`src/tout_pkg.sv`:
```
// Package of constants for the timer output control block
// Function
// RULE1: Mode bit 1 makes channel slave; master irq sets output active.
// RULE2: In slave mode the channel's own irq returns output inactive.
// RULE3: Mode bit 0 makes channel master; own irq toggles output.
// RULE4: Polarity bit 0 gives active-high, 1 gives active-low output.
// RULE5: Output value bit 3 holds and shows the channel-3 pin level.
// RULE6: Output value bit 0 holds and shows the channel-0 pin level.
// RULE7: With output enable 1, timer drives value bit; writes ignored.
// RULE8: With output enable 0, events ignored; written value drives pin.
package tout_pkg;
  localparam int          NCH          = 4;
  localparam int          AW           = 3;
  // ----------------------------------------
  // Register word indices
  // ----------------------------------------
  localparam logic [AW-1:0] IDX_DELAY  = 3'h0;
  localparam logic [AW-1:0] IDX_PWIDTH = 3'h1;
  localparam logic [AW-1:0] IDX_MODE   = 3'h2;
  localparam logic [AW-1:0] IDX_POL    = 3'h3;
  localparam logic [AW-1:0] IDX_VALUE  = 3'h4;
  localparam logic [AW-1:0] IDX_OE     = 3'h5;
  localparam logic [15:0] RST_REG      = 16'h0000;
  localparam logic [31:0] RD_UNMAPPED  = 32'h0000_0000;
endpackage

```
`src/timer_output_control.sv`:
```
// Top of the timer output stage with Wishbone register slave
`timescale 1ns/1ns
`default_nettype none
module timer_output_control
  import tout_pkg::*;
#(
  parameter int CHANNELS = NCH,
  parameter int MASTER_CH = 0
)(
  // Clock and reset
  input  wire logic              clk_i,
  input  wire logic              reset_n_i,
  // Wishbone slave
  input  wire logic              wb_cyc_i,
  input  wire logic              wb_stb_i,
  input  wire logic              wb_we_i,
  input  wire logic [31:0]       wb_adr_i,
  input  wire logic [3:0]        wb_sel_i,
  input  wire logic [31:0]       wb_dat_i,
  output logic      [31:0]       wb_dat_o,
  output logic                   wb_ack_o,
  // Timer interrupt requests, one per channel, same clock
  input  wire logic [CHANNELS-1:0] timer_irq_i,
  // Timer output pins
  output logic      [CHANNELS-1:0] tout_o
);
  // ----------------------------------------
  // Parameter check
  // ----------------------------------------
  // Value register is 16 bits, so no more channels fit in it
  if (CHANNELS < 1 || CHANNELS > 16) begin : g_bad_channels
    $error("timer_output_control: CHANNELS must be 1 to 16");
  end
  if (MASTER_CH < 0 || MASTER_CH >= CHANNELS) begin : g_bad_master
    $error("timer_output_control: MASTER_CH outside channel range");
  end

  // ----------------------------------------
  // Reset release
  // ----------------------------------------
  // Asserts at once, releases two edges later on a clean clock edge
  logic [1:0] rst_sync_ff;
  logic [1:0] nxt_rst_sync;
  logic       rst_n;

  always_comb begin
    nxt_rst_sync = {rst_sync_ff[0], 1'b1};
  end

  always_ff @(posedge clk_i or negedge reset_n_i) begin
    if (!reset_n_i) begin
      rst_sync_ff <= 2'b00;
    end else begin
      rst_sync_ff <= nxt_rst_sync;
    end
  end
  assign rst_n = rst_sync_ff[1];

  // ----------------------------------------
  // Register file
  // ----------------------------------------
  logic [15:0]         delay_count_data_ch0_ff;
  logic [15:0]         nxt_delay;
  logic [15:0]         pulse_width_data_ch3_ff;
  logic [15:0]         nxt_pwidth;
  logic [15:0]         output_mode_select_ff;
  logic [15:0]         nxt_mode;
  logic [15:0]         output_polarity_select_ff;
  logic [15:0]         nxt_pol;
  logic [15:0]         output_enable_reg_ff;
  logic [15:0]         nxt_oe;
  logic                ack_ff;
  logic                nxt_ack;
  logic [31:0]         rdata_ff;
  logic [31:0]         nxt_rdata;
  logic [15:0]         output_value;
  logic [AW-1:0]       idx;
  logic                hit;
  logic                req;
  logic                wr;
  logic                rd;
  logic [CHANNELS-1:0] val;

  // ----------------------------------------
  // Address decode helpers
  // ----------------------------------------
  // Only sel[0] and sel[1] matter: registers live in the low half word
  function automatic logic [15:0] merge(input logic [15:0] old,
                                        input logic [31:0] d,
                                        input logic [3:0]  s);
    logic [15:0] r;
    r = old;
    if (s[0]) r[7:0] = d[7:0];
    if (s[1]) r[15:8] = d[15:8];
    return r;
  endfunction

  // Upper address bits must be zero for any register to answer
  function automatic logic in_map(input logic [31:0] a);
    return a[31:AW+2] == '0;
  endfunction

  // Registers are 16 bits; the upper half of a read is always zero
  function automatic logic [31:0] rd_word(input logic [15:0] r);
    return {16'h0000, r};
  endfunction

  assign idx = wb_adr_i[AW+1:2];
  assign hit = in_map(wb_adr_i);
  // Held ack blocks a second take of the same request
  assign req = wb_cyc_i & wb_stb_i & ~ack_ff;
  assign wr  = req & wb_we_i;
  assign rd  = req & ~wb_we_i;

  always_comb begin
    output_value = 16'h0000;
    output_value[CHANNELS-1:0] = val; // RULE5 RULE6
  end

  // ----------------------------------------
  // Configuration registers
  // ----------------------------------------
  // Unmapped writes fall through untouched but are still acknowledged
  always_comb begin
    nxt_delay  = delay_count_data_ch0_ff;
    nxt_pwidth = pulse_width_data_ch3_ff;
    nxt_mode   = output_mode_select_ff;
    nxt_pol    = output_polarity_select_ff;
    nxt_oe     = output_enable_reg_ff;
    if (wr && hit) begin
      case (idx)
        IDX_DELAY:  nxt_delay  = merge(nxt_delay, wb_dat_i, wb_sel_i);
        IDX_PWIDTH: nxt_pwidth = merge(nxt_pwidth, wb_dat_i, wb_sel_i);
        IDX_MODE:   nxt_mode   = merge(nxt_mode, wb_dat_i, wb_sel_i);
        IDX_POL:    nxt_pol    = merge(nxt_pol, wb_dat_i, wb_sel_i);
        IDX_OE:     nxt_oe     = merge(nxt_oe, wb_dat_i, wb_sel_i);
        default: begin
        end
      endcase
    end
  end

  always_ff @(posedge clk_i or negedge rst_n) begin
    if (!rst_n) begin
      delay_count_data_ch0_ff   <= RST_REG;
      pulse_width_data_ch3_ff   <= RST_REG;
      output_mode_select_ff     <= RST_REG;
      output_polarity_select_ff <= RST_REG;
      output_enable_reg_ff      <= RST_REG;
    end else begin
      delay_count_data_ch0_ff   <= nxt_delay;
      pulse_width_data_ch3_ff   <= nxt_pwidth;
      output_mode_select_ff     <= nxt_mode;
      output_polarity_select_ff <= nxt_pol;
      output_enable_reg_ff      <= nxt_oe;
    end
  end

  // ----------------------------------------
  // Bus answer
  // ----------------------------------------
  // Read data is registered, so every access answers after one wait
  always_comb begin
    nxt_ack   = req;
    nxt_rdata = rdata_ff;
    if (rd) begin
      if (!hit) begin
        nxt_rdata = RD_UNMAPPED;
      end else begin
        case (idx)
          IDX_DELAY:  nxt_rdata = rd_word(delay_count_data_ch0_ff);
          IDX_PWIDTH: nxt_rdata = rd_word(pulse_width_data_ch3_ff);
          IDX_MODE:   nxt_rdata = rd_word(output_mode_select_ff);
          IDX_POL:    nxt_rdata = rd_word(output_polarity_select_ff);
          IDX_VALUE:  nxt_rdata = rd_word(output_value);
          IDX_OE:     nxt_rdata = rd_word(output_enable_reg_ff);
          default:    nxt_rdata = RD_UNMAPPED;
        endcase
      end
    end
  end

  // Read data holds until the next read, not just for the ack cycle
  always_ff @(posedge clk_i or negedge rst_n) begin
    if (!rst_n) begin
      ack_ff   <= 1'b0;
      rdata_ff <= RD_UNMAPPED;
    end else begin
      ack_ff   <= nxt_ack;
      rdata_ff <= nxt_rdata;
    end
  end

  assign wb_ack_o = ack_ff;
  assign wb_dat_o = rdata_ff;

  // ----------------------------------------
  // Output channels
  // ----------------------------------------
  // Value write goes to all channels; enabled ones drop it themselves
  logic val_we;
  assign val_we = wr && hit && idx == IDX_VALUE && wb_sel_i[0];

  for (genvar c = 0; c < CHANNELS; c++) begin : g_ch
    // Master channel itself can never be slave; its mode bit is ignored
    logic slave;
    assign slave = (c != MASTER_CH) && output_mode_select_ff[c];
    tout_chan u_chan (
      .clk_i        (clk_i),
      .rst_n_i      (rst_n),
      .slave_mode_i (slave),
      .pol_i        (output_polarity_select_ff[c]),
      .oe_i         (output_enable_reg_ff[c]),
      .master_irq_i (timer_irq_i[MASTER_CH]),
      .own_irq_i    (timer_irq_i[c]),
      .sw_we_i      (val_we),
      .sw_val_i     (wb_dat_i[c]),
      .val_o        (val[c])
    );
  end

  assign tout_o = val;
endmodule
`default_nettype wire

```
`src/tout_chan.sv`:
```
// One output channel: waveform flip-flop with mode, polarity, enable
`timescale 1ns/1ns
`default_nettype none
module tout_chan
  import tout_pkg::*;
(
  // Clock and reset
  input  wire logic clk_i,
  input  wire logic rst_n_i,
  // Control
  input  wire logic slave_mode_i,
  input  wire logic pol_i,
  input  wire logic oe_i,
  // Events
  input  wire logic master_irq_i,
  input  wire logic own_irq_i,
  // Software write of the value bit
  input  wire logic sw_we_i,
  input  wire logic sw_val_i,
  // Value bit (pin level)
  output logic      val_o
);
  logic val_ff;
  logic nxt_val;
  logic act;

  always_comb begin
    act = ~pol_i; // RULE4
    nxt_val = val_ff;
    if (oe_i) begin // RULE7
      if (slave_mode_i) begin
        // Reset wins when both events coincide: pulse ends cleanly
        if (own_irq_i) begin
          nxt_val = ~act; // RULE2
        end else if (master_irq_i) begin
          nxt_val = act; // RULE1
        end
      end else if (own_irq_i) begin
        nxt_val = ~val_ff; // RULE3
      end
    end else if (sw_we_i) begin
      nxt_val = sw_val_i; // RULE8
    end
  end

  always_ff @(posedge clk_i or negedge rst_n_i) begin
    if (!rst_n_i) begin
      val_ff <= 1'b0;
    end else begin
      val_ff <= nxt_val;
    end
  end

  assign val_o = val_ff;
endmodule
`default_nettype wire

```
`config.mk`:
```
export PLATFORM = sky130hd
export DESIGN_NAME = timer_output_control
export DESIGN_NICKNAME = d
export VERILOG_FILES = /design/src/tout_pkg.sv /design/src/timer_output_control.sv /design/src/tout_chan.sv
export SDC_FILE = /design/constraint.sdc
export NUM_CORES = 1
export LEC_CHECK = 0
export BUFFER_PORTS_ARGS = -buffer_cell sky130_fd_sc_hd__buf_2
export CORE_MARGIN = 4
export CORE_UTILIZATION = 58
export DETAILED_ROUTE_END_ITERATION = 7
export PLACE_DENSITY = 0.95
export SLEW_MARGIN = 5
export SYNTH_ARGS = -nofsm -noshare
export SYNTH_HDL_FRONTEND = slang
export SYNTH_HIERARCHICAL = 1
export SYNTH_SLANG_ARGS = --single-unit
```
`constraint.sdc`:
```
create_clock -name clk_i -period 7.9 [get_ports clk_i]
set_input_delay 0.395 -clock clk_i [delete_from_list [all_inputs] [get_ports clk_i]]
set_output_delay 0.395 -clock clk_i [all_outputs]
set_load 0.02 [all_outputs]
```
==> results of run 1 <==
==> metal layers <==
layer,GRT usage,vias to the layer above,share of wire
li1,-,1516,-
met1,0.300,1710,0.40
met2,0.386,138,0.51
met3,0.0540,20,0.069
met4,0.0808,0,0.018
met5,0,-,0
==> power breakdown <==
group | total [mW] | leakage [nW] | switching [mW] | internal, mW
logic | 0.0575 | 1.30 | 0.0393 | 0.0182
registers | 0.531 | 1.43 | 0.00364 | 0.528
clock network | 0.335 | 0.103 | 0.180 | 0.155
total | 0.924 | 2.83 | 0.223 | 0.701
==> cells by family after synthesis <==
logic type,after synthesis,synth area share
buf+inv,32,0.0376
simple gates,74,0.116
mux,100,0.238
compound gates,59,0.0828
other cells,2,0.00151
flops,103,0.517
xor+xnor,4,0.00702
==> flip-flops by register name, summed over array words and instances (netlist names) <==
signal                     count
rst_sync_ff                    2
pulse_width_data_ch3_ff       16
wb_dat_o                      16
output_enable_reg_ff          16
wb_ack_o                       1
output_mode_select_ff         16
delay_count_data_ch0_ff       16
output_polarity_select_ff     16
g_ch.u_chan/val_o              4
==> worst min-delay path by stage <==
| stage | slack, ns | from | cells past startpoint | end |
|---|---|---|---|---|
| floorplan | 0.1 | reset_n_i | 0 | rst_sync_ff[0] |
| global placement | 0.18 | reset_n_i | 1 | rst_sync_ff[0] |
| detailed placement | 0.18 | reset_n_i | 1 | rst_sync_ff[0] |
| CTS | 0.28 | wb_stb_i | 3 | wb_ack_o |
| global route | 0.28 | wb_stb_i | 3 | wb_ack_o |
| finish | 0.28 | rst_sync_ff[1] | 0 | output_mode_select_ff[9] |
==> cells in the final DEF, fill, tap and decap left out, types with 2 or more instances in the layout <==
cell type    n
a211oi_1     4
clkbuf_8    10
nor4_4       6
o22ai_1      2
nor4b_4      4
and2_1       2
mux2_2      77
a22oi_1      7
buf_2       77
a21oi_1      5
nand2b_1     6
mux2_1       3
clkinv_2     2
or4_1        3
buf_4        2
o221a_1      4
dfrtp_1    102
nor2b_1      5
mux4_2       7
and2_2       4
nor3b_1      4
o2bb2ai_1    7
a221oi_1     8
xnor2_1      4
o21ai_0     21
inv_1        2
clkinv_4     2
nor4_1       4
nand2_1     22
nor2_1       5
mux2i_1     13
conb_1      19
==> worst max-delay path, cell delays in order <==
cell and delay (ns):
buf_2 0.10, or4_1 0.53, or4b_1 0.93, nor4_4 0.83
mux2_2 0.43
==> stage by stage <==
| stage | utilization | cell area (um^2) | std cells |
|---|---|---|---|
| detailed placement | 0.652 | 5410 | 545 |
| global placement | 0.652 | 5410 | 545 |
| CTS | 0.677 | 5620 | 562 |
| global route | 0.677 | 5620 | 562 |
| finish | 0.677 | 5620 | 562 |
| floorplan | - | 5050 | 391 |
==> timing repair <==
item,4_1_cts,5_1_grt
endpoints found under the hold margin,2,0
hold buffers,1,0
buffers inserted,0,0
==> final cells by class <==
type	instances	area, um^2	area share
inverters	2	7.51	0.00134
clock inverters	5	57.6	0.0102
clock buffers	11	141	0.0252
repair buffers	80	410	0.0731
flip-flops and latches	103	2580	0.460
multi-input cells	256	2290	0.407
well taps	105	131	0.0234
==> metrics.cfg, run 1 <==
[setup_path]
r2r_cells=7
reg2reg_slack_ns=5.32
critical_path.max_fanout=11
critPathKind=in -> reg
cp.arrival_ns=3.22
cp-start-kind=primary input
crit_start=wb_adr_i[17]
cp-end-kind=register
critPathCapture=output_polarity_select_ff[4]
timing.rr.end=g_ch[1].u_chan/val_o
cp_data_required_time_ns=8.16
r2r_start=wb_ack_o

[cts]
clk_latency_ns=0.37
htreeDepth=3
clkTransAtPathRegs_ns=0.09
clock-sinks=103
cts_tree=yes
ctsResizeCount=0
root_buffer=clkbuf_8
clk_path_buf_depth=2
numCtsBuffers=9

[flow_run]
cap_violations=0

[cells_and_area]
nNetsFinal=529
area_growth_pct=12.6
antenna_cells=0
nFillCells=614
drive_gt1_frac=0.425

[global_route]
grt_pass1_vias=3536
antenna_found_initial=0
grtUsageTotal=0.233
grt_max_degree=68
grt_pass1_wl_um=18100
grt-ovfl-total=0

[sta]
final.setup.tns_ns=0
post-route-period-util=0.375
rsz0062_at_grt=no
worst_slew_pin_slew_ns=0.960
max_freq_mhz=337
fin_hold_ws_ns=0.283
min_period_ns=2.96
fin_skew_ns=0.0126
worst_slack_ns=4.94
hold_viol_final=0
slew-limit-headroom=0.355
setup_viol=0
slew_viol_final=0

[route]
route.detailed.drc=0
vias=3384
antenna_left=0
drtPass1Iterations=4
drt-total-wl_um=11100
post_drt_wl_per_cell_um=19.7
drtIter0Drc=168
viasPerCell=6.02

[floorplan]
num_rows=33
dieHeight_um=101
ios=114
dieArea_um2=10100
core-area_um2=8300
die_w_um=101
initial_core_util=0.601

[power]
leakage_nw=2.83
power.total_mw=0.924
max-vdd-ir-drop_v=0.000105
power.density_nw_per_um2=164

[placement]
io_buffers=77
dp_worst_setup_slack_ns=4.56
place.gp.congestion=0.786
place.detailed.hpwl_um=7700

[synth]
ys_types=41
async_reset_ff_frac=1.00
synth_common_cells=dfrtp_1, mux2_2, nand2_1
netlist_area_um2=4990
synth_top_area_cell=dfrtp_1
synth_top_area_frac=0.517
ys.flop_type=dfrtp_1
yosysMostFrequentCell=dfrtp_1
ys_top_cells_by_area=dfrtp_1, mux2_2, mux4_2
seq_area_frac_synth=0.517
synth-edff-count=0
yosys_warnings=6
syn_inst=374
ys_ff_latch=103
avgSynthCellArea_um2=13.3

[run_status]
status=finished clean

[hold_path]
min_path_type=reg -> async

No activity file was read; power rests on OpenSTA's default activity.
==> inputs of run 2 (changes only) <==
- CORE_UTILIZATION: 58 -> 49
- PLACE_DENSITY: 0.95 -> 0.88
- clock period: 7.9 -> 2.7 ns (I/O delays scaled with it)
==> metrics.cfg, run 2 (synthesized netlist as in run 1, its figures left out) <==
[cells_and_area]
nNetsFinal=547
antenna_cells=0
nFillCells=802
layout_commonest_cell=dfrtp_1
area_growth_pct=16.3
final_cell_mix=dfrtp_1, mux2_2, buf_2, nand2_1, o21ai_0
drive_gt1_frac=0.444

[sta]
fin_skew_ns=0.0121
final.setup.tns_ns=0
min_period_ns=2.15
hold_viol_final=0
setup_viol=0
slew_viol_final=0
max_freq_mhz=465
post-route-period-util=0.796
worst_slack_ns=0.550
slew-limit-headroom=0.605
rsz0062_at_grt=no
worst_slew_pin_slew_ns=0.592

[power]
p_int_mw=2.06
max-vdd-ir-drop_v=0.000224
power_frac_clock=0.360
leakage_nw=2.93
power.density_nw_per_um2=466
swShare=0.237
pwr-share-comb=0.065
p_sw_mw=0.642
seqPwrFrac=0.575

[hold_path]
min_path_cells=3
min_path_type=in -> reg

[route]
viasPerCell=5.69
drtPass1Iterations=4
post_drt_wl_per_cell_um=18.7
antenna_left=0
drt-total-wl_um=11400
route.detailed.drc=0
drtIter0Drc=178
vias=3461

[setup_path]
cp-end-kind=register
critical_path.max_fanout=8
cp_data_required_time_ns=2.96
cp-start-kind=register
cp.arrival_ns=2.41
r2r_cells=8
critPathKind=reg -> reg

[floorplan]
dieHeight_um=109
core-area_um2=9860
ios=114
die_w_um=109
dieArea_um2=11900
num_rows=36
initial_core_util=0.506

[global_route]
grtUsageTotal=0.207
grt_pass1_vias=3686
grt_pass1_wl_um=18800
grt_max_degree=62
antenna_found_initial=0
grt-ovfl-total=0

[cts]
cts_tree=yes
clk_latency_ns=0.36
clk_path_buf_depth=2
htreeDepth=3
clock-sinks=103
root_buffer=clkbuf_8
numCtsBuffers=9
clkTransAtPathRegs_ns=0.10
post-cts-setup-buffers=0

[placement]
io_buffers=77
place.detailed.hpwl_um=8210
dp_worst_setup_slack_ns=0.175
place.gp.congestion=0.828

[run_status]
status=finished clean

[flow_run]
cap_violations=0

[run 2: worst max-delay path, cell delays in order (launching register included)]
cell and delay, ns:
dfrtp_1 0.42, and4b_1 0.31, nand4b_1 0.10, or4_1 0.47, nor3_1 0.21, buf_4 0.19
nor2b_1 0.06, a211oi_1 0.21, a21oi_1 0.06
[run 2: path summary, 6_finish.rpt]
kind / slack, ns / endpoint / start
min in group asynchronous: 0.06 / rst_sync_ff[1] / reset_n_i
max in group asynchronous: 1.65 / wb_dat_o[2] / rst_sync_ff[1]
worst min-delay path: 0.02 / wb_ack_o / wb_stb_i
worst min register to register: 0.32 / pulse_width_data_ch3_ff[5] / rst_sync_ff[1]
worst max-delay path: 0.55 / g_ch[1].u_chan/val_o / wb_ack_o
worst max register to register: 0.55 / g_ch[1].u_chan/val_o / wb_ack_o
[run 2: repair_timing]
| action | CTS | global route |
|---|---|---|
| hold buffers | 1 | 0 |
| resized for setup | 0 | 0 |
| endpoints found under the hold margin | 2 | 0 |
[run 2: layout make-up]
class | instances | area (um^2) | share of cell area
clock buffer | 12 | 145 | 0.0250
timing repair buffer | 98 | 558 | 0.0962
tap | 133 | 166 | 0.0287
sequential | 103 | 2580 | 0.445
multi-input combinational | 256 | 2290 | 0.394
inverter | 2 | 7.51 | 0.00129
clock inverter | 4 | 55.1 | 0.00949
[run 2: layer usage]
metal,GRT usage,vias to the layer above,part of all wire
met5,0,-,0
met4,0.0541,0,0.016
met3,0.0444,19,0.056
met2,0.367,98,0.53
met1,0.255,1791,0.40
li1,-,1553,-
[run 2: power groups by stage]
stage	logic (mW)	registers (mW)	clock network, mW
6_report	0.175	1.56	0.974
5_1_grt	0.192	1.56	1.06
4_1_cts	0.175	1.56	0.991
3_5_place_dp	0.173	1.59	0
3_3_place_gp	0.166	1.59	0
2_1_floorplan	0.0913	1.60	0
[run 2: metrics by stage]
stage / power (mW) / instances / cell area, um^2 / hold slack (ns) / util
global route: 2.81 / 608 / 5800 / 0.0123 / 0.588
CTS: 2.72 / 608 / 5800 / 0.00520 / 0.588
finish: 2.71 / 608 / 5800 / 0.0208 / 0.588
detailed placement: 1.76 / 591 / 5590 / -0.0777 / 0.567
global placement: 1.75 / 591 / 5590 / -0.0788 / 0.567
floorplan: 1.69 / 391 / 5050 / -0.161 / -
